<file path="src/mcsd_pkg.sv">
// Package with offsets, field positions, reset values and timing of the main clock stop detector
`default_nettype none

package mcsd_pkg;

	////////////////////////////////////////////////////////////////////////////////
	// Clock and timing
	localparam int CLK_PERIOD_NS   = 100;  // sys_clk period at 10 MHz
	localparam int STOP_WINDOW_NS  = 2000; // Longest gap without a main clock edge before a stop
	// Least time, so rounded up to whole cycles
	localparam int STOP_WINDOW_CYC = (STOP_WINDOW_NS + CLK_PERIOD_NS - 1) / CLK_PERIOD_NS;

	////////////////////////////////////////////////////////////////////////////////
	// Register offsets on the plain register port
	localparam logic [7:0] OFS_CLK_MODE_A  = 8'h00; // clock_mode_reg_a
	localparam logic [7:0] OFS_CLK_MODE_B  = 8'h01; // clock_mode_reg_b
	localparam logic [7:0] OFS_OSC_STOP    = 8'h02; // osc_stop_ctrl_reg
	localparam logic [7:0] OFS_ONCHIP_A    = 8'h03; // onchip_osc_ctrl_reg
	localparam logic [7:0] OFS_ONCHIP_B    = 8'h04; // Second on-chip oscillator control
	localparam logic [7:0] OFS_ONCHIP_C    = 8'h05; // Third on-chip oscillator control
	localparam logic [7:0] OFS_PROTECT     = 8'h06; // write_protect_reg
	localparam logic [7:0] OFS_VMON_CTRL   = 8'h07; // voltage_monitor_ctrl_reg
	localparam logic [7:0] OFS_INT_STATUS  = 8'h08; // Sticky event status, cleared by read
	localparam logic [7:0] OFS_INT_MASK    = 8'h09; // Interrupt mask

	////////////////////////////////////////////////////////////////////////////////
	// Field positions
	localparam int BIT_PERIPH_STOP_WAIT = 2; // periph_clock_stop_in_wait in mode reg a
	localparam int BIT_MAIN_HALT        = 5; // main_clock_halt in mode reg a
	localparam int BIT_LS_OSC_HALT      = 4; // low_speed_osc_halt in mode reg b
	localparam int BIT_DET_EN_LO        = 0; // detect_enable_field, two bits
	localparam int BIT_ONCHIP_SEL       = 2; // onchip_clock_selected
	localparam int BIT_STOPPED          = 3; // main_clock_stopped_flag
	localparam int BIT_HS_OSC_SEL       = 1; // high_speed_osc_select in onchip reg a
	localparam int BIT_CLK_WR_EN        = 0; // clock_reg_write_enable in protect reg
	localparam int BIT_VMON_CAUSE       = 2; // voltage_monitor_cause_flag
	localparam int BIT_WDT_CAUSE        = 3; // watchdog_cause_flag
	localparam int BIT_EV_OSC_STOP      = 0; // Status and mask: stop detected
	localparam int BIT_EV_WDT           = 1; // Status and mask: watchdog cause
	localparam int BIT_EV_VMON          = 2; // Status and mask: voltage monitor cause

	localparam logic [1:0] DET_ENABLED  = 2'h3; // Detection armed
	localparam logic [1:0] DET_DISABLED = 2'h0; // Detection off

	////////////////////////////////////////////////////////////////////////////////
	// Reset values
	localparam logic [7:0] RST_CLK_MODE_A = 8'h00;
	localparam logic [7:0] RST_CLK_MODE_B = 8'h10; // Low-speed oscillator halted
	localparam logic [7:0] RST_OSC_STOP   = 8'h00;
	localparam logic [7:0] RST_ONCHIP     = 8'h00;
	localparam logic [7:0] RST_PROTECT    = 8'h00;
	localparam logic [7:0] RST_VMON_CTRL  = 8'h00;
	localparam logic [2:0] RST_INT        = 3'h0;

	////////////////////////////////////////////////////////////////////////////////
	// Register port request, one cycle per access
	typedef struct packed {
		logic [7:0] addr;  // Register offset
		logic [7:0] wdata; // Write data
		logic       wr;    // Write strobe
		logic       rd;    // Read strobe
	} mcsd_bus_s;

endpackage

`default_nettype wire

</file>
<file path="src/mcsd_main_clock_stop.sv">
// Main clock stop detector with fallback control, shared-vector causes and clock register protection
//
// The implementer's own choices: the address map and the strobed register port.
`timescale 1ns/1ps
`default_nettype none

module mcsd_main_clock_stop
	import mcsd_pkg::*;
#(
	parameter int WINDOW_CYC = STOP_WINDOW_CYC // Edge-free cycles that count as a stop
) (
	// Clock and reset
	input  wire logic       sys_clk,
	input  wire logic       rst_n,
	// Register port
	input  wire mcsd_bus_s  bus,
	output var  logic [7:0] rd_data,
	// Main oscillator pin
	input  wire logic       main_osc_input,
	// Events from neighbouring blocks on sys_clk
	input  wire logic       watchdog_event,
	input  wire logic       vmon2_event,
	// Clock control outputs
	output var  logic       cpu_on_onchip_clk,
	output var  logic       low_speed_osc_halt,
	output var  logic       high_speed_osc_select,
	output var  logic       main_clock_halt,
	output var  logic       periph_clock_stop_in_wait,
	output var  logic [1:0] detect_enable_field,
	// Interrupt outputs
	output var  logic       shared_nmi_req,
	output var  logic       irq
);

	////////////////////////////////////////////////////////////////////////////////
	// Register state
	logic [7:0] clock_mode_reg_a;        // Wait and halt controls
	logic [7:0] clock_mode_reg_b;        // Low-speed oscillator control
	logic [7:0] osc_stop_ctrl_reg;       // Enable, selected and stopped bits
	logic [7:0] onchip_osc_ctrl_reg;     // Oscillator select
	logic [7:0] onchip_osc_ctrl_reg_b;   // Plain storage behind protection
	logic [7:0] onchip_osc_ctrl_reg_c;   // Plain storage behind protection
	logic [7:0] write_protect_reg;       // Write enable for clock registers
	logic [7:0] voltage_monitor_ctrl_reg; // Cause flags for the shared vector
	logic [2:0] int_status;              // Sticky events
	logic [2:0] int_mask;                // Enables onto irq

	logic [7:0] next_clock_mode_reg_a;
	logic [7:0] next_clock_mode_reg_b;
	logic [7:0] next_osc_stop_ctrl_reg;
	logic [7:0] next_onchip_osc_ctrl_reg;
	logic [7:0] next_onchip_osc_ctrl_reg_b;
	logic [7:0] next_onchip_osc_ctrl_reg_c;
	logic [7:0] next_write_protect_reg;
	logic [7:0] next_voltage_monitor_ctrl_reg;
	logic [2:0] next_int_status;
	logic [2:0] next_int_mask;
	logic [7:0] next_rd_data;
	logic       next_shared_nmi_req;
	logic       next_irq;

	// Decoded helpers
	logic       stop_seen;      // Edge-free window elapsed
	logic       armed;          // Detection enabled
	logic       stop_event;     // One cycle: a stop is being acted on
	logic       clk_wr_ok;      // Protected writes allowed
	logic       wr_prot;        // A write is taken while protected writes are allowed, at any offset
	logic       osc_cause;      // Stop detection cause for the shared vector
	logic [2:0] ev;             // Event pulses into the status register

	////////////////////////////////////////////////////////////////////////////////
	// Edge watcher on the main oscillator pin
	mcsd_stop_watch #(
		.WINDOW_CYC (WINDOW_CYC),
		.CNT_W      (8)
	) u_watch (
		.sys_clk        (sys_clk),
		.rst_n          (rst_n),
		.main_osc_input (main_osc_input),
		.stop_seen      (stop_seen)
	);

	////////////////////////////////////////////////////////////////////////////////
	// Decode of detection state and bus access
	always_comb begin
		armed = (osc_stop_ctrl_reg[BIT_DET_EN_LO +: 2] == DET_ENABLED);
		// Act only while the CPU still runs from the main clock, so the event fires once
		stop_event = armed && !osc_stop_ctrl_reg[BIT_ONCHIP_SEL] && stop_seen;
		clk_wr_ok  = write_protect_reg[BIT_CLK_WR_EN];
		wr_prot    = bus.wr && clk_wr_ok;
		osc_cause  = osc_stop_ctrl_reg[BIT_STOPPED] ||
			(armed && osc_stop_ctrl_reg[BIT_ONCHIP_SEL]);
		ev                  = '0;
		ev[BIT_EV_OSC_STOP] = stop_event;
		ev[BIT_EV_WDT]      = watchdog_event;
		ev[BIT_EV_VMON]     = vmon2_event;
	end

	////////////////////////////////////////////////////////////////////////////////
	// Next register values; hardware sets win over software clears
	always_comb begin
		next_clock_mode_reg_a         = clock_mode_reg_a;
		next_clock_mode_reg_b         = clock_mode_reg_b;
		next_osc_stop_ctrl_reg        = osc_stop_ctrl_reg;
		next_onchip_osc_ctrl_reg      = onchip_osc_ctrl_reg;
		next_onchip_osc_ctrl_reg_b    = onchip_osc_ctrl_reg_b;
		next_onchip_osc_ctrl_reg_c    = onchip_osc_ctrl_reg_c;
		next_write_protect_reg        = write_protect_reg;
		next_voltage_monitor_ctrl_reg = voltage_monitor_ctrl_reg;
		next_int_mask                 = int_mask;
		next_int_status               = int_status;

		// Software writes
		if (bus.wr) begin
			case (bus.addr)
				OFS_PROTECT: begin
					next_write_protect_reg = {7'h00, bus.wdata[BIT_CLK_WR_EN]};
				end
				OFS_VMON_CTRL: begin
					// Cause flags are cleared by writing zero; a one write leaves them
					next_voltage_monitor_ctrl_reg = voltage_monitor_ctrl_reg & bus.wdata;
				end
				OFS_INT_MASK: begin
					next_int_mask = bus.wdata[2:0];
				end
				default: begin
					// Protected registers are handled below
				end
			endcase
		end

		// Writes behind the protect bit; refused writes are dropped silently
		if (wr_prot) begin
			case (bus.addr)
				OFS_CLK_MODE_A: begin
					next_clock_mode_reg_a = bus.wdata;
				end
				OFS_CLK_MODE_B: begin
					next_clock_mode_reg_b = bus.wdata;
				end
				OFS_OSC_STOP: begin
					// Enable and selected bits are plain; the stopped flag only clears
					next_osc_stop_ctrl_reg = {4'h0,
						osc_stop_ctrl_reg[BIT_STOPPED] & bus.wdata[BIT_STOPPED],
						bus.wdata[2:0]};
				end
				OFS_ONCHIP_A: begin
					next_onchip_osc_ctrl_reg = bus.wdata;
				end
				OFS_ONCHIP_B: begin
					next_onchip_osc_ctrl_reg_b = bus.wdata;
				end
				OFS_ONCHIP_C: begin
					next_onchip_osc_ctrl_reg_c = bus.wdata;
				end
				default: begin
					// Unprotected or unmapped offsets
				end
			endcase
		end

		// Status read clears, events set in the same cycle survive
		if (bus.rd && bus.addr == OFS_INT_STATUS) begin
			next_int_status = '0;
		end
		next_int_status = next_int_status | ev;

		// Fallback on a detected stop, no software involved
		if (stop_event) begin
			next_osc_stop_ctrl_reg[BIT_ONCHIP_SEL] = 1'b1;
			next_osc_stop_ctrl_reg[BIT_STOPPED]    = 1'b1;
			next_clock_mode_reg_b[BIT_LS_OSC_HALT] = 1'b0;
		end

		// Shared vector cause flags
		if (watchdog_event) begin
			next_voltage_monitor_ctrl_reg[BIT_WDT_CAUSE] = 1'b1;
		end
		if (vmon2_event) begin
			next_voltage_monitor_ctrl_reg[BIT_VMON_CAUSE] = 1'b1;
		end
	end

	////////////////////////////////////////////////////////////////////////////////
	// Next output values: read data and interrupt lines
	always_comb begin
		next_rd_data = 8'h00; // Unmapped offsets and idle cycles read zero
		if (bus.rd) begin
			case (bus.addr)
				OFS_CLK_MODE_A: next_rd_data = clock_mode_reg_a;
				OFS_CLK_MODE_B: next_rd_data = clock_mode_reg_b;
				OFS_OSC_STOP:   next_rd_data = osc_stop_ctrl_reg;
				OFS_ONCHIP_A:   next_rd_data = onchip_osc_ctrl_reg;
				OFS_ONCHIP_B:   next_rd_data = onchip_osc_ctrl_reg_b;
				OFS_ONCHIP_C:   next_rd_data = onchip_osc_ctrl_reg_c;
				OFS_PROTECT:    next_rd_data = write_protect_reg;
				OFS_VMON_CTRL:  next_rd_data = voltage_monitor_ctrl_reg;
				OFS_INT_STATUS: next_rd_data = {5'h00, int_status};
				OFS_INT_MASK:   next_rd_data = {5'h00, int_mask};
				default:        next_rd_data = 8'h00;
			endcase
		end
		// One vector for all three causes; neither the mask nor any CPU flag gates it
		next_shared_nmi_req = osc_cause ||
			voltage_monitor_ctrl_reg[BIT_WDT_CAUSE] ||
			voltage_monitor_ctrl_reg[BIT_VMON_CAUSE];
		next_irq = |(next_int_status & next_int_mask);
	end

	////////////////////////////////////////////////////////////////////////////////
	// Registers
	always_ff @(posedge sys_clk) begin
		if (!rst_n) begin
			clock_mode_reg_a         <= RST_CLK_MODE_A;
			clock_mode_reg_b         <= RST_CLK_MODE_B;
			osc_stop_ctrl_reg        <= RST_OSC_STOP;
			onchip_osc_ctrl_reg      <= RST_ONCHIP;
			onchip_osc_ctrl_reg_b    <= RST_ONCHIP;
			onchip_osc_ctrl_reg_c    <= RST_ONCHIP;
			write_protect_reg        <= RST_PROTECT;
			voltage_monitor_ctrl_reg <= RST_VMON_CTRL;
			int_status               <= RST_INT;
			int_mask                 <= RST_INT;
			rd_data                  <= 8'h00;
			shared_nmi_req           <= 1'b0;
			irq                      <= 1'b0;
		end else begin
			clock_mode_reg_a         <= next_clock_mode_reg_a;
			clock_mode_reg_b         <= next_clock_mode_reg_b;
			osc_stop_ctrl_reg        <= next_osc_stop_ctrl_reg;
			onchip_osc_ctrl_reg      <= next_onchip_osc_ctrl_reg;
			onchip_osc_ctrl_reg_b    <= next_onchip_osc_ctrl_reg_b;
			onchip_osc_ctrl_reg_c    <= next_onchip_osc_ctrl_reg_c;
			write_protect_reg        <= next_write_protect_reg;
			voltage_monitor_ctrl_reg <= next_voltage_monitor_ctrl_reg;
			int_status               <= next_int_status;
			int_mask                 <= next_int_mask;
			rd_data                  <= next_rd_data;
			shared_nmi_req           <= next_shared_nmi_req;
			irq                      <= next_irq;
		end
	end

	// Control outputs mirror register bits, so they come straight from flip-flops
	assign cpu_on_onchip_clk         = osc_stop_ctrl_reg[BIT_ONCHIP_SEL];
	assign low_speed_osc_halt        = clock_mode_reg_b[BIT_LS_OSC_HALT];
	assign high_speed_osc_select     = onchip_osc_ctrl_reg[BIT_HS_OSC_SEL];
	assign main_clock_halt           = clock_mode_reg_a[BIT_MAIN_HALT];
	assign periph_clock_stop_in_wait = clock_mode_reg_a[BIT_PERIPH_STOP_WAIT];
	assign detect_enable_field       = osc_stop_ctrl_reg[BIT_DET_EN_LO +: 2];

	////////////////////////////////////////////////////////////////////////////////
	// Checks
	arm_needs_11_a: assert property (@(posedge sys_clk) disable iff (!rst_n)
		(stop_seen && !cpu_on_onchip_clk && detect_enable_field != DET_ENABLED)
			|=> !osc_stop_ctrl_reg[BIT_STOPPED] || $past(osc_stop_ctrl_reg[BIT_STOPPED]))
		else $error("stop flagged while detection was not armed");

	fallback_state_a: assert property (@(posedge sys_clk) disable iff (!rst_n)
		(stop_seen && armed && !cpu_on_onchip_clk) |=> cpu_on_onchip_clk && !low_speed_osc_halt)
		else $error("fallback clock state not entered on a stop");

	stopped_flag_a: assert property (@(posedge sys_clk) disable iff (!rst_n)
		stop_event |=> osc_stop_ctrl_reg[BIT_STOPPED])
		else $error("stopped flag missing after a stop");

	stop_request_a: assert property (@(posedge sys_clk) disable iff (!rst_n)
		stop_event |=> int_status[BIT_EV_OSC_STOP] && (irq || !int_mask[BIT_EV_OSC_STOP]))
		else $error("stop event not latched in status");

	nmi_unmasked_a: assert property (@(posedge sys_clk) disable iff (!rst_n)
		stop_event |-> ##2 shared_nmi_req)
		else $error("shared vector request not raised after a stop");

	// Causes spelled out from the register fields, not from the internal cause term
	cause_term_a: assert property (@(posedge sys_clk) disable iff (!rst_n)
		shared_nmi_req == $past(osc_stop_ctrl_reg[BIT_STOPPED] ||
			(detect_enable_field == DET_ENABLED && cpu_on_onchip_clk) ||
			voltage_monitor_ctrl_reg[BIT_WDT_CAUSE] || voltage_monitor_ctrl_reg[BIT_VMON_CAUSE]))
		else $error("shared vector request does not follow the causes");

	watchdog_flag_a: assert property (@(posedge sys_clk) disable iff (!rst_n)
		watchdog_event |=> voltage_monitor_ctrl_reg[BIT_WDT_CAUSE] ##1 shared_nmi_req)
		else $error("watchdog cause flag not set");

	vmon_flag_a: assert property (@(posedge sys_clk) disable iff (!rst_n)
		vmon2_event |=> voltage_monitor_ctrl_reg[BIT_VMON_CAUSE] ##1 shared_nmi_req)
		else $error("voltage monitor cause flag not set");

	protect_gate_a: assert property (@(posedge sys_clk) disable iff (!rst_n)
		(bus.wr && !clk_wr_ok && bus.addr == OFS_OSC_STOP) |=> $stable(detect_enable_field))
		else $error("protected register changed while write enable was low");

	// Halt and wait controls must not move on a refused write
	protect_mode_a: assert property (@(posedge sys_clk) disable iff (!rst_n)
		(bus.wr && !clk_wr_ok && bus.addr == OFS_CLK_MODE_A) |=> $stable(clock_mode_reg_a))
		else $error("clock mode register changed while write enable was low");

	// The stop event is sticky until a status read takes it away
	status_sticky_a: assert property (@(posedge sys_clk) disable iff (!rst_n)
		int_status[BIT_EV_OSC_STOP] && !(bus.rd && bus.addr == OFS_INT_STATUS) |=> int_status[BIT_EV_OSC_STOP])
		else $error("stop status bit lost without a status read");

	// Hardware never switches back to the main clock on its own
	onchip_hold_a: assert property (@(posedge sys_clk) disable iff (!rst_n)
		cpu_on_onchip_clk && !(bus.wr && clk_wr_ok && bus.addr == OFS_OSC_STOP) |=> cpu_on_onchip_clk)
		else $error("on-chip clock selection dropped without a software write");

	// Only a permitted software write may take the stopped flag away
	stopped_sticky_a: assert property (@(posedge sys_clk) disable iff (!rst_n)
		osc_stop_ctrl_reg[BIT_STOPPED] && !(bus.wr && clk_wr_ok && bus.addr == OFS_OSC_STOP)
			|=> osc_stop_ctrl_reg[BIT_STOPPED])
		else $error("stopped flag cleared without a software write");

	stop_seen_c: cover property (@(posedge sys_clk) disable iff (!rst_n) stop_event ##2 irq);
	refused_wr_c: cover property (@(posedge sys_clk) disable iff (!rst_n)
		bus.wr && !clk_wr_ok && bus.addr == OFS_CLK_MODE_A);
	wdt_cause_c: cover property (@(posedge sys_clk) disable iff (!rst_n) watchdog_event ##2 shared_nmi_req);
	half_armed_c: cover property (@(posedge sys_clk) disable iff (!rst_n) stop_seen && detect_enable_field == 2'h1);
	read_clear_c: cover property (@(posedge sys_clk) disable iff (!rst_n)
		bus.rd && bus.addr == OFS_INT_STATUS && int_status != 3'h0);

endmodule // mcsd_main_clock_stop

`default_nettype wire

</file>
<file path="src/mcsd_stop_watch.sv">
// Watches the synchronised main oscillator input and flags a missing edge window
`timescale 1ns/1ps
`default_nettype none

module mcsd_stop_watch
	import mcsd_pkg::*;
#(
	parameter int WINDOW_CYC = STOP_WINDOW_CYC, // Cycles without an edge that mean a stop
	parameter int CNT_W      = 8                // Counter width, must hold WINDOW_CYC
) (
	// Clock and reset
	input  wire logic sys_clk,
	input  wire logic rst_n,
	// Main oscillator pin
	input  wire logic main_osc_input,
	// Stop indication
	output var  logic stop_seen
);

	localparam logic [CNT_W-1:0] WIN = CNT_W'(WINDOW_CYC); // Window at counter width

	logic             sync_a;        // First synchroniser stage, read only by sync_b
	logic             sync_b;        // Second synchroniser stage
	logic             sync_c;        // Delayed copy for edge detection
	logic [CNT_W-1:0] gap_cnt;       // Cycles since the last edge
	logic [CNT_W-1:0] next_gap_cnt;
	logic             next_stop_seen;
	logic             edge_seen;     // Any edge of the main clock

	////////////////////////////////////////////////////////////////////////////////
	// Next values: restart on an edge, saturate at the window
	always_comb begin
		edge_seen      = sync_b ^ sync_c;
		next_gap_cnt   = gap_cnt;
		next_stop_seen = 1'b0;
		if (edge_seen) begin
			next_gap_cnt = '0;
		end else if (gap_cnt != WIN) begin
			next_gap_cnt = gap_cnt + CNT_W'(1);
		end
		// A 10 MHz sample rate cannot see edges of a clock near or above 5 MHz; shorten nothing here
		next_stop_seen = (next_gap_cnt == WIN);
	end

	// Registers: synchroniser, counter and flag
	always_ff @(posedge sys_clk) begin
		if (!rst_n) begin
			sync_a    <= 1'b0;
			sync_b    <= 1'b0;
			sync_c    <= 1'b0;
			gap_cnt   <= '0;
			stop_seen <= 1'b0;
		end else begin
			sync_a    <= main_osc_input;
			sync_b    <= sync_a;
			sync_c    <= sync_b;
			gap_cnt   <= next_gap_cnt;
			stop_seen <= next_stop_seen;
		end
	end

	////////////////////////////////////////////////////////////////////////////////
	// Checks
	edge_clears_stop_a: assert property (@(posedge sys_clk) disable iff (!rst_n)
		edge_seen |=> !stop_seen)
		else $error("stop flag set right after a main clock edge");

	window_full_a: assert property (@(posedge sys_clk) disable iff (!rst_n)
		$rose(stop_seen) |-> $past(gap_cnt) == WIN - CNT_W'(1))
		else $error("stop flag rose before the window was full");

endmodule // mcsd_stop_watch

`default_nettype wire

</file>
<file path="config.mk">
export PLATFORM = sky130hd
export DESIGN_NAME = mcsd_main_clock_stop
export DESIGN_NICKNAME = d
export VERILOG_FILES = /design/src/mcsd_pkg.sv /design/src/mcsd_main_clock_stop.sv /design/src/mcsd_stop_watch.sv
export SDC_FILE = /design/constraint.sdc
export NUM_CORES = 1
export LEC_CHECK = 0
export ABC_AREA = 1
export BUFFER_PORTS_ARGS = -buffer_cell sky130_fd_sc_hd__buf_4
export CORE_AREA = 2 2 75 95
export CTS_CLUSTER_SIZE = 10
export DETAILED_ROUTE_END_ITERATION = 16
export DIE_AREA = 0 0 77 97
export GPL_TIMING_DRIVEN = 1
export HOLD_SLACK_MARGIN = 0.15
export PLACE_DENSITY_LB_ADDON = 0.2
export SLEW_MARGIN = 20
export SYNTH_ARGS = -nofsm -noshare
export SYNTH_HDL_FRONTEND = slang
export SYNTH_HIERARCHICAL = 1
export SYNTH_SLANG_ARGS = --single-unit
</file>
<file path="constraint.sdc">
create_clock -name sys_clk -period 1.75 [get_ports sys_clk]
set_clock_uncertainty 0.15 [all_clocks]
set_input_delay 0.175 -clock sys_clk [delete_from_list [all_inputs] [get_ports sys_clk]]
set_output_delay 0.175 -clock sys_clk [all_outputs]
set_load 0.02 [all_outputs]
</file>
After elaboration in Yosys (flattened, before gate mapping)
Index checks and enable logic that the tools add are counted.
W data, S select, Z words.
{ "word_totals": {"reg_bits": 81} }
{ "classes": {"n_reduce_logical": 31, "n_eq_ne": 12, "n_addsub": 1, "bitwise": 5, "n_mux": 16} }
{ "ops": {"columns": ["cell", "count"], "rows": [
  ["$pmux W8 S10", 1],
  ["$eq A8 B3 Y1 const B", 4],
  ["$reduce_and A2 Y1", 13],
  ["$eq A8 B2 Y1 const B", 2],
  ["$eq A8 B4 Y1 const B", 2],
  ["$mux W4", 4],
  ["$mux W8", 2],
  ["$reduce_bool A2 Y1", 7],
  ["$mux W5", 2],
  ["$mux W3", 3],
  ["$add A8 B1 Y8 const B", 1],
  ["$and A8 B8 Y8", 1],
  ["$eq A8 B1 Y1 const B", 1],
  ["$eq A8 B5 Y1 const B", 1],
  ["$logic_not A8 Y1", 1],
  ["$ne A8 B5 Y1 const B", 1],
  ["$logic_and A1 B1 Y1", 5],
  ["$and A3 B3 Y3", 1],
  ["$logic_or A1 B1 Y1", 3],
  ["$mux W1", 3],
  ["$or A3 B3 Y3", 1],
  ["$reduce_or A3 Y1", 1],
  ["$eq A2 B2 Y1 const B", 1],
  ["$mux W2", 1],
  ["3 further kinds", 3]
]} }

Depth between registers and ports, before layout
Gate-level depths: netlist (run 1).
{ "logic_depth": {"word_depth": 6, "mapped_depth": 11, "ltp_nobuf": 10} }

Hierarchy
The synthesis (run 1) kept the hierarchy.
{ "by_module_without_submodules": {"columns": ["module", "instances", "area_each_um2", "seq_area_each_um2", "cells_per_inst"], "rows": [
  ["mcsd_main_clock_stop", 1, 3128.0, 1381.3, 425],
  ["mcsd_stop_watch", 1, 615.6, 240.2, 89]
]} }

Worst setup path after synthesis (run 1)
Ideal clock, no wire load.
{ "synth_path": {"path_kind": "input port to flip-flop", "from": "input bus[17] (netlist bit)", "to": "register clock_mode_reg_b[4]", "cell_stages": 9, "path_buffers": 1, "required_ns": 1.475, "arrival_time_ns": 1.151, "slack_ns": 0.323, "cell_sequence": "nor2_1 -> nand2_4 -> nor2_4 -> nand2_2 -> nor2_4 -> buf_4 -> nand2_1 -> o211ai_1 -> nand2_1"} }
{ "synth_via": {"elab_chain_cells": 3} }
{ "synth_lines": {"columns": ["element", "line_no", "text"], "rows": [
  ["start: declaration", "mcsd_main_clock_stop.sv:16", "input wire mcsd_bus_s bus,"],
  ["$eq A8 B1 Y1", "mcsd_main_clock_stop.sv:134", "case (bus.addr)"],
  ["$reduce_bool A2 Y1 (no line)", null, null],
  ["$reduce_and A2 Y1 (no line)", null, null],
  ["end signal: assignment", "mcsd_main_clock_stop.sv:229", "clock_mode_reg_b <= next_clock_mode_reg_b;"],
  ["end: declaration", "mcsd_main_clock_stop.sv:38", "logic [7:0] clock_mode_reg_b;"]
]} }
Every way passes these cells.
A chain may end at the register's enable or synchronous reset.

Final worst setup path (run 1)
{ "layout_path": {"from": "input rst_n", "to": "register int_status[1]"} }
{ "layout_rtl": {"columns": ["element", "line_no", "text"], "rows": [
  ["start: declaration", "mcsd_main_clock_stop.sv:14", "input wire logic rst_n,"],
  ["end signal: assignment", "mcsd_main_clock_stop.sv:236", "int_status <= next_int_status;"],
  ["end: declaration", "mcsd_main_clock_stop.sv:45", "logic [2:0] int_status;"]
]} }
No word-level cell between the ends.

==> flow_summary.toml, run 1 <==
[timing]
fin_setup_tns_ns = 0
setup_viol = 0
setup_slack_ns = 0.0729
fin_crit_ns = 1.68
fmax_ghz = 0.596
period_share_pct = 95.8
grt_setup_unrepaired = "no"
tightest_slew_ns = 0.359
drv_slew = 0
hold_viol_final = 0
slew_headroom_pct = 76.0

[placement]
dp_slack_ns = 0.0575
dpl.hpwl_um = 6910
port_buffers = 39
place_congestion = 0.947
dp_cells = 638

[synthesis]
syn_nets = 539
synth_area_sq_um = 3740
syn_area_per_cell_sq_um = 7.28
synth-seq-cells = 81
synth_seq_area_share_pct = 43.3
yosys_warnings = 6
syn_inst = 514
synth_cell_types = 35

[critical_path]
crit_start = "rst_n"
reg2reg_depth = 10
regToRegSetupSlack_ns = 0.19
crit_path_max_incr_delay_ns = 0.55
path_cells = "dlygate4sd3_1, buf_6, clkinvlp_4, buf_6, a21oi_1, dlygate4sd3_1"
critical-path-top-delay-family = "buffers and inverters"
critPathArrivalTime_ns = 1.83
endpoint = "int_status[1]"
start_kind = "input port"
cp_max_fo = 14
reg2reg_from = "u_watch/gap_cnt[0]"
crit_required_ns = 1.90
critical_path_depth = 6
cp-end-kind = "flop"
crit_buf_inv = 5
crit_slowest_cell = "dlygate4sd3_1"
worstSetupPathType = "in -> reg"
regToRegEndpoint = "u_watch/stop_seen"

[routing]
via_count = 3616
detail_route.vias_per_cell = 5.37
routed-wl-met2_um = 4800
top_layer = "met4"
met3_length_um = 425
met1Wirelength_um = 3970
first_iter_violations = 219
ant_nets = 0
drt-total-wl_um = 9390
drc = 0
drtPass1Iterations = 5
wl_per_cell_um = 13.9

[finish]
final_common_cell = "nand2_1"
finalNetCount = 606
drive_above_1_share_pct = 17.9
syn2layout_area_growth_pct = 22.7
layout_common_cells = "123 x nand2_1, 80 x dfxtp_1, 63 x nand3_1"
antenna_cells = 0
fin_cells = 673
num-fill-cells = 555

[status]
outcome = "complete, no violations"

[die]
die_h_um = 97
start_util_pct = 57.4
fp.dieArea_sq_um = 7470
fp.dieW_um = 77
rows = 33
fp.coreArea_sq_um = 6520
io_pins = 40

[cts]
clk_latency_ns = 0.35
post_cts_buffers = 0
cts.sinks = 81
numCtsBuffers = 9
cts.clk_slew.worst_paths_ns = 0.08
htreeDepth = 3
root_buffer = "clkbuf_8"
clockBufferDepth = 2
cts_tree = "built"

[grt]
antenna_found_initial = 0
grt_start_max_net_pins = 41
grt-ovfl-total = 0
grt_pass1_vias = 3351
grt_usage_pct = 25.9
grt_pass1_wl_um = 15400

[worst_hold_path]
worstHoldPathType = "in -> reg"
min_path_cells = 5

[pwr]
total_power_w = 0.00364
p_per_area_nw_per_um2 = 793
p_leak_nw = 2.19
peakVddDrop_v = 0.000760

[job]
cap_violations = 0
timing repair:
action,CTS,global route
hold endpoints to repair,70,0
hold buffers,19,0
gates resized for setup,0,6
endpoints found under the setup margin,0,4
cells in the mapped netlist:
cell type	count	area [sq um]
nor2_2	4	25.0
buf_1	1	3.75
dfxtp_1	81	1620
nor3_1	4	20.0
inv_1	47	176
xor2_1	1	8.76
nor2_1	33	124
a21oi_2	2	17.5
nor2_8	2	40.0
clkbuf_1	5	18.8
a21boi_0	1	7.51
nand2_1	123	462
o211ai_1	2	15.0
nand4_1	3	18.8
o21ai_0	31	155
and2_1	1	6.26
nor2_4	8	90.1
clkinv_2	1	5.00
nor3_2	1	10.0
o21ai_1	10	50.1
buf_2	2	10.0
nand2_2	8	50.1
xnor2_2	1	16.3
nand3_1	64	320
nand3b_1	1	7.51
buf_12	1	20.0
nor3_4	1	16.3
buf_6	1	11.3
xnor2_1	1	8.76
nand2_4	3	33.8
inv_2	3	11.3
a21oi_1	57	285
clkinv_1	2	7.51
buf_4	6	45.0
ha_1	2	25.0
cell families after synthesis:
| group | share of synthesized area [%] |
|---|---|
| buffers and inverters | 8.26 |
| AOI/OAI and AO/OA | 14.2 |
| adders and majority gates | 0.668 |
| DFF | 43.3 |
| xor gates and xnor gates | 0.903 |
| and+or+nand+nor | 32.7 |
through the flow:
stage	area (sq um)	hold slack (ns)	util, %
final	4590	0.178	70.4
after detailed placement	4170	0.241	63.9
after CTS	4580	0.160	70.2
after floorplan	3740	0.118	-
after global routing	4590	0.196	70.4
after global placement	4170	0.212	63.9
area by class of cell:
cell class,instances,area (sq um),area share (%)
inverter,53,204,4.44
multi-input combinational,364,1820,39.6
tap,87,109,2.37
timing repair buffer,72,621,13.5
sequential,81,1620,35.3
clock inverter,5,78.8,1.72
clock buffer,11,141,3.08
worst reg2reg max path: stages (launching register included):
cell     delay [ns]
dfxtp_2        0.34
inv_1          0.08
ha_1           0.16
nand2_1        0.08
nor2_4         0.14
nand2_2        0.09
nand2_2        0.09
inv_2          0.04
o21ai_1        0.10
nand3_1        0.10
nor2_1         0.12
per-layer routing:
layer,global-route usage [%],vias to the layer above
li1,-,1810
met1,32.5,1660
met5,0,-
met3,3.17,18
met4,12.2,0
met2,44.0,128
report_power, final:
| part | switching, W | internal [W] |
|---|---|---|
| clock | 0.000662 | 0.000841 |
| combinational | 0.000157 | 0.000111 |
| sequential | 0.0000135 | 0.00186 |
worst min-delay path by stage:
stage	from	slack [ns]	endpoint
6_report	bus[11]	0.18	write_protect_reg[0]
5_1_grt	bus[11]	0.20	write_protect_reg[0]
4_1_cts	bus[11]	0.16	write_protect_reg[0]
3_5_place_dp	main_osc_input	0.24	u_watch/sync_a
3_3_place_gp	main_osc_input	0.21	u_watch/sync_a
2_1_floorplan	rst_n	0.12	u_watch/sync_a
Note: power is estimated with default switching activity, not from simulation.
==> run 2, diff against run 1 <==
--- a/config.mk
+++ b/config.mk
@@ -6,11 +6,11 @@
 export NUM_CORES = 1
 export LEC_CHECK = 0
 export ABC_AREA = 1
-export BUFFER_PORTS_ARGS = -buffer_cell sky130_fd_sc_hd__buf_4
-export CORE_AREA = 2 2 75 95
+export BUFFER_PORTS_ARGS = -buffer_cell sky130_fd_sc_hd__buf_2
+export CORE_AREA = 2 2 90 114
 export CTS_CLUSTER_SIZE = 10
 export DETAILED_ROUTE_END_ITERATION = 16
-export DIE_AREA = 0 0 77 97
+export DIE_AREA = 0 0 92 116
 export GPL_TIMING_DRIVEN = 1
 export HOLD_SLACK_MARGIN = 0.15
 export PLACE_DENSITY_LB_ADDON = 0.2
==> flow_summary.toml, run 2 (synthesis gave the netlist of run 1 again) <==
[finish]
drive_above_1_share_pct = 18.5
layout_common_cells = "122 x nand2_1, 81 x dfxtp_1, 63 x nand3_1"
antenna_cells = 0
fin_area_sq_um = 4710
finalNetCount = 615
syn2layout_area_growth_pct = 25.8
final_common_cell = "nand2_1"
num-fill-cells = 992

[critical_path]
crit_slowest_cell = "dlygate4sd3_1"
crit_buf_inv = 3
cp-end-kind = "flop"
crit_required_ns = 1.83
crit_start = "bus[1]"
reg2reg_depth = 10
crit_path_frequent_cell = "dlygate4sd3_1"
reg2reg_from = "u_watch/gap_cnt[0]"
worstSetupPathType = "in -> reg"
crit_path_max_incr_delay_ns = 0.56
cp_max_fo = 6
regToRegEndpoint = "u_watch/stop_seen"
critical_path_depth = 6
regToRegSetupSlack_ns = 0.22
path_cells = "dlygate4sd3_1, buf_2, nand3_1, o21ai_0, dlygate4sd3_1, a21oi_1"
critPathArrivalTime_ns = 1.74
start_kind = "input port"
critical-path-top-delay-family = "buffers and inverters"

[timing]
fin_crit_ns = 1.65
fmax_ghz = 0.605
slew_headroom_pct = 75.4
drv_slew = 0
setup_viol = 0
grt_setup_unrepaired = "yes"
period_share_pct = 94.4
tightest_slew_ns = 0.368
hold_viol_final = 0

[cts]
root_buffer = "clkbuf_16"
post_cts_buffers = 0
clockBufferDepth = 2
cts.clk_slew.worst_paths_ns = 0.06
cts.sinks = 81
numCtsBuffers = 9
cts_tree = "built"
htreeDepth = 3
clk_latency_ns = 0.34

[routing]
via_count = 3594
ant_nets = 0
wl_per_cell_um = 14.6
drtPass1Iterations = 5
detail_route.vias_per_cell = 4.98
first_iter_violations = 142
drt-total-wl_um = 10600
drc = 0

[worst_hold_path]
worstHoldPathType = "in -> reg"
hold_path_end = "rd_data[5]"
min_path_cells = 3
min_from = "rst_n"

[grt]
grt-ovfl-total = 0
grt_usage_pct = 20.8
grt_pass1_vias = 3579
grt_start_max_net_pins = 26
antenna_found_initial = 0
grt_pass1_wl_um = 17200

[die]
fp.dieW_um = 92
rows = 40
start_util_pct = 39.4
die_h_um = 116
fp.coreArea_sq_um = 9510
io_pins = 40
fp.dieArea_sq_um = 10700

[job]
cap_violations = 0

[placement]
dpl-instance-area_sq_um = 4180
place_congestion = 0.842
dpl.hpwl_um = 8070
port_buffers = 39

[pwr]
p_leak_nw = 2.25
peakVddDrop_v = 0.000456
p_per_area_nw_per_um2 = 860
total_power_w = 0.00405

[status]
outcome = "complete, no violations"
==> run 2: changes by cell type in the layout (fill, tap and decap cells not counted), sizes merged <==
cell and delta:
inv +3, bufinv -1, dlygate4sd3 +3, clkinvlp +1, clkinv -3, buf +6
==> run 2: per-stage QoR <==
step | hold WS (ns) | setup WS (ns) | instances | TNS (ns) | utilization (%)
2_1_floorplan | 0.118 | 0.323 | 514 | 0 | -
3_3_place_gp | 0.212 | 0.0471 | 683 | 0 | 43.9
3_5_place_dp | 0.213 | 0.0546 | 683 | 0 | 43.9
4_1_cts | 0.170 | 0.0871 | 721 | 0 | 49.4
5_1_grt | 0.188 | -0.000905 | 721 | -0.000905 | 49.5
6_report | 0.178 | 0.0983 | 721 | 0 | 49.5
==> run 2: worst reg2reg max path: stages (launching register included) <==
cell	delay (ns)
dfxtp_1	0.34
inv_1	0.09
ha_1	0.14
nand2_1	0.08
nor2_4	0.14
nand2_2	0.10
nand2_1	0.07
nand2_1	0.07
nor2_1	0.12
nand3_1	0.10
nor2_1	0.09
==> run 2: metal layers <==
layer	routed length, um	global-route usage, %
met5	0	0
met4	196	7.36
met3	414	3.77
met2	5760	40.2
met1	4190	22.7
==> run 2: power breakdown <==
group | switching (W) | internal (W)
clock network | 0.000755 | 0.00115
registers | 0.0000124 | 0.00186
logic | 0.000163 | 0.000103
==> run 2: area by class of cell <==
cell class | count | area (sq um) | share of cell area [%]
Timing Repair Buffer | 81 | 603 | 12.8
Inverter | 53 | 201 | 4.28
Sequential cell | 81 | 1620 | 34.4
Clock buffer | 11 | 243 | 5.15
Clock inverter | 5 | 62.6 | 1.33
Tap cell | 126 | 158 | 3.35
Multi-Input combinational cell | 364 | 1820 | 38.7
==> run 2: what timing repair did <==
item,in CTS,in global routing
endpoints found under the hold margin,53,0
setup endpoints to repair,0,8
hold buffers,22,0
gates resized for setup,0,3
==> run 2: worst max path at each step <==
stage	slack, ns	endpoint
detailed placement	0.05	rd_data[1]
finish	0.1	write_protect_reg[0]
global placement	0.05	rd_data[1]
floorplan	0.32	clock_mode_reg_b[4]
global route	-0.0009	int_status[1]
CTS	0.09	onchip_osc_ctrl_reg_c[2]
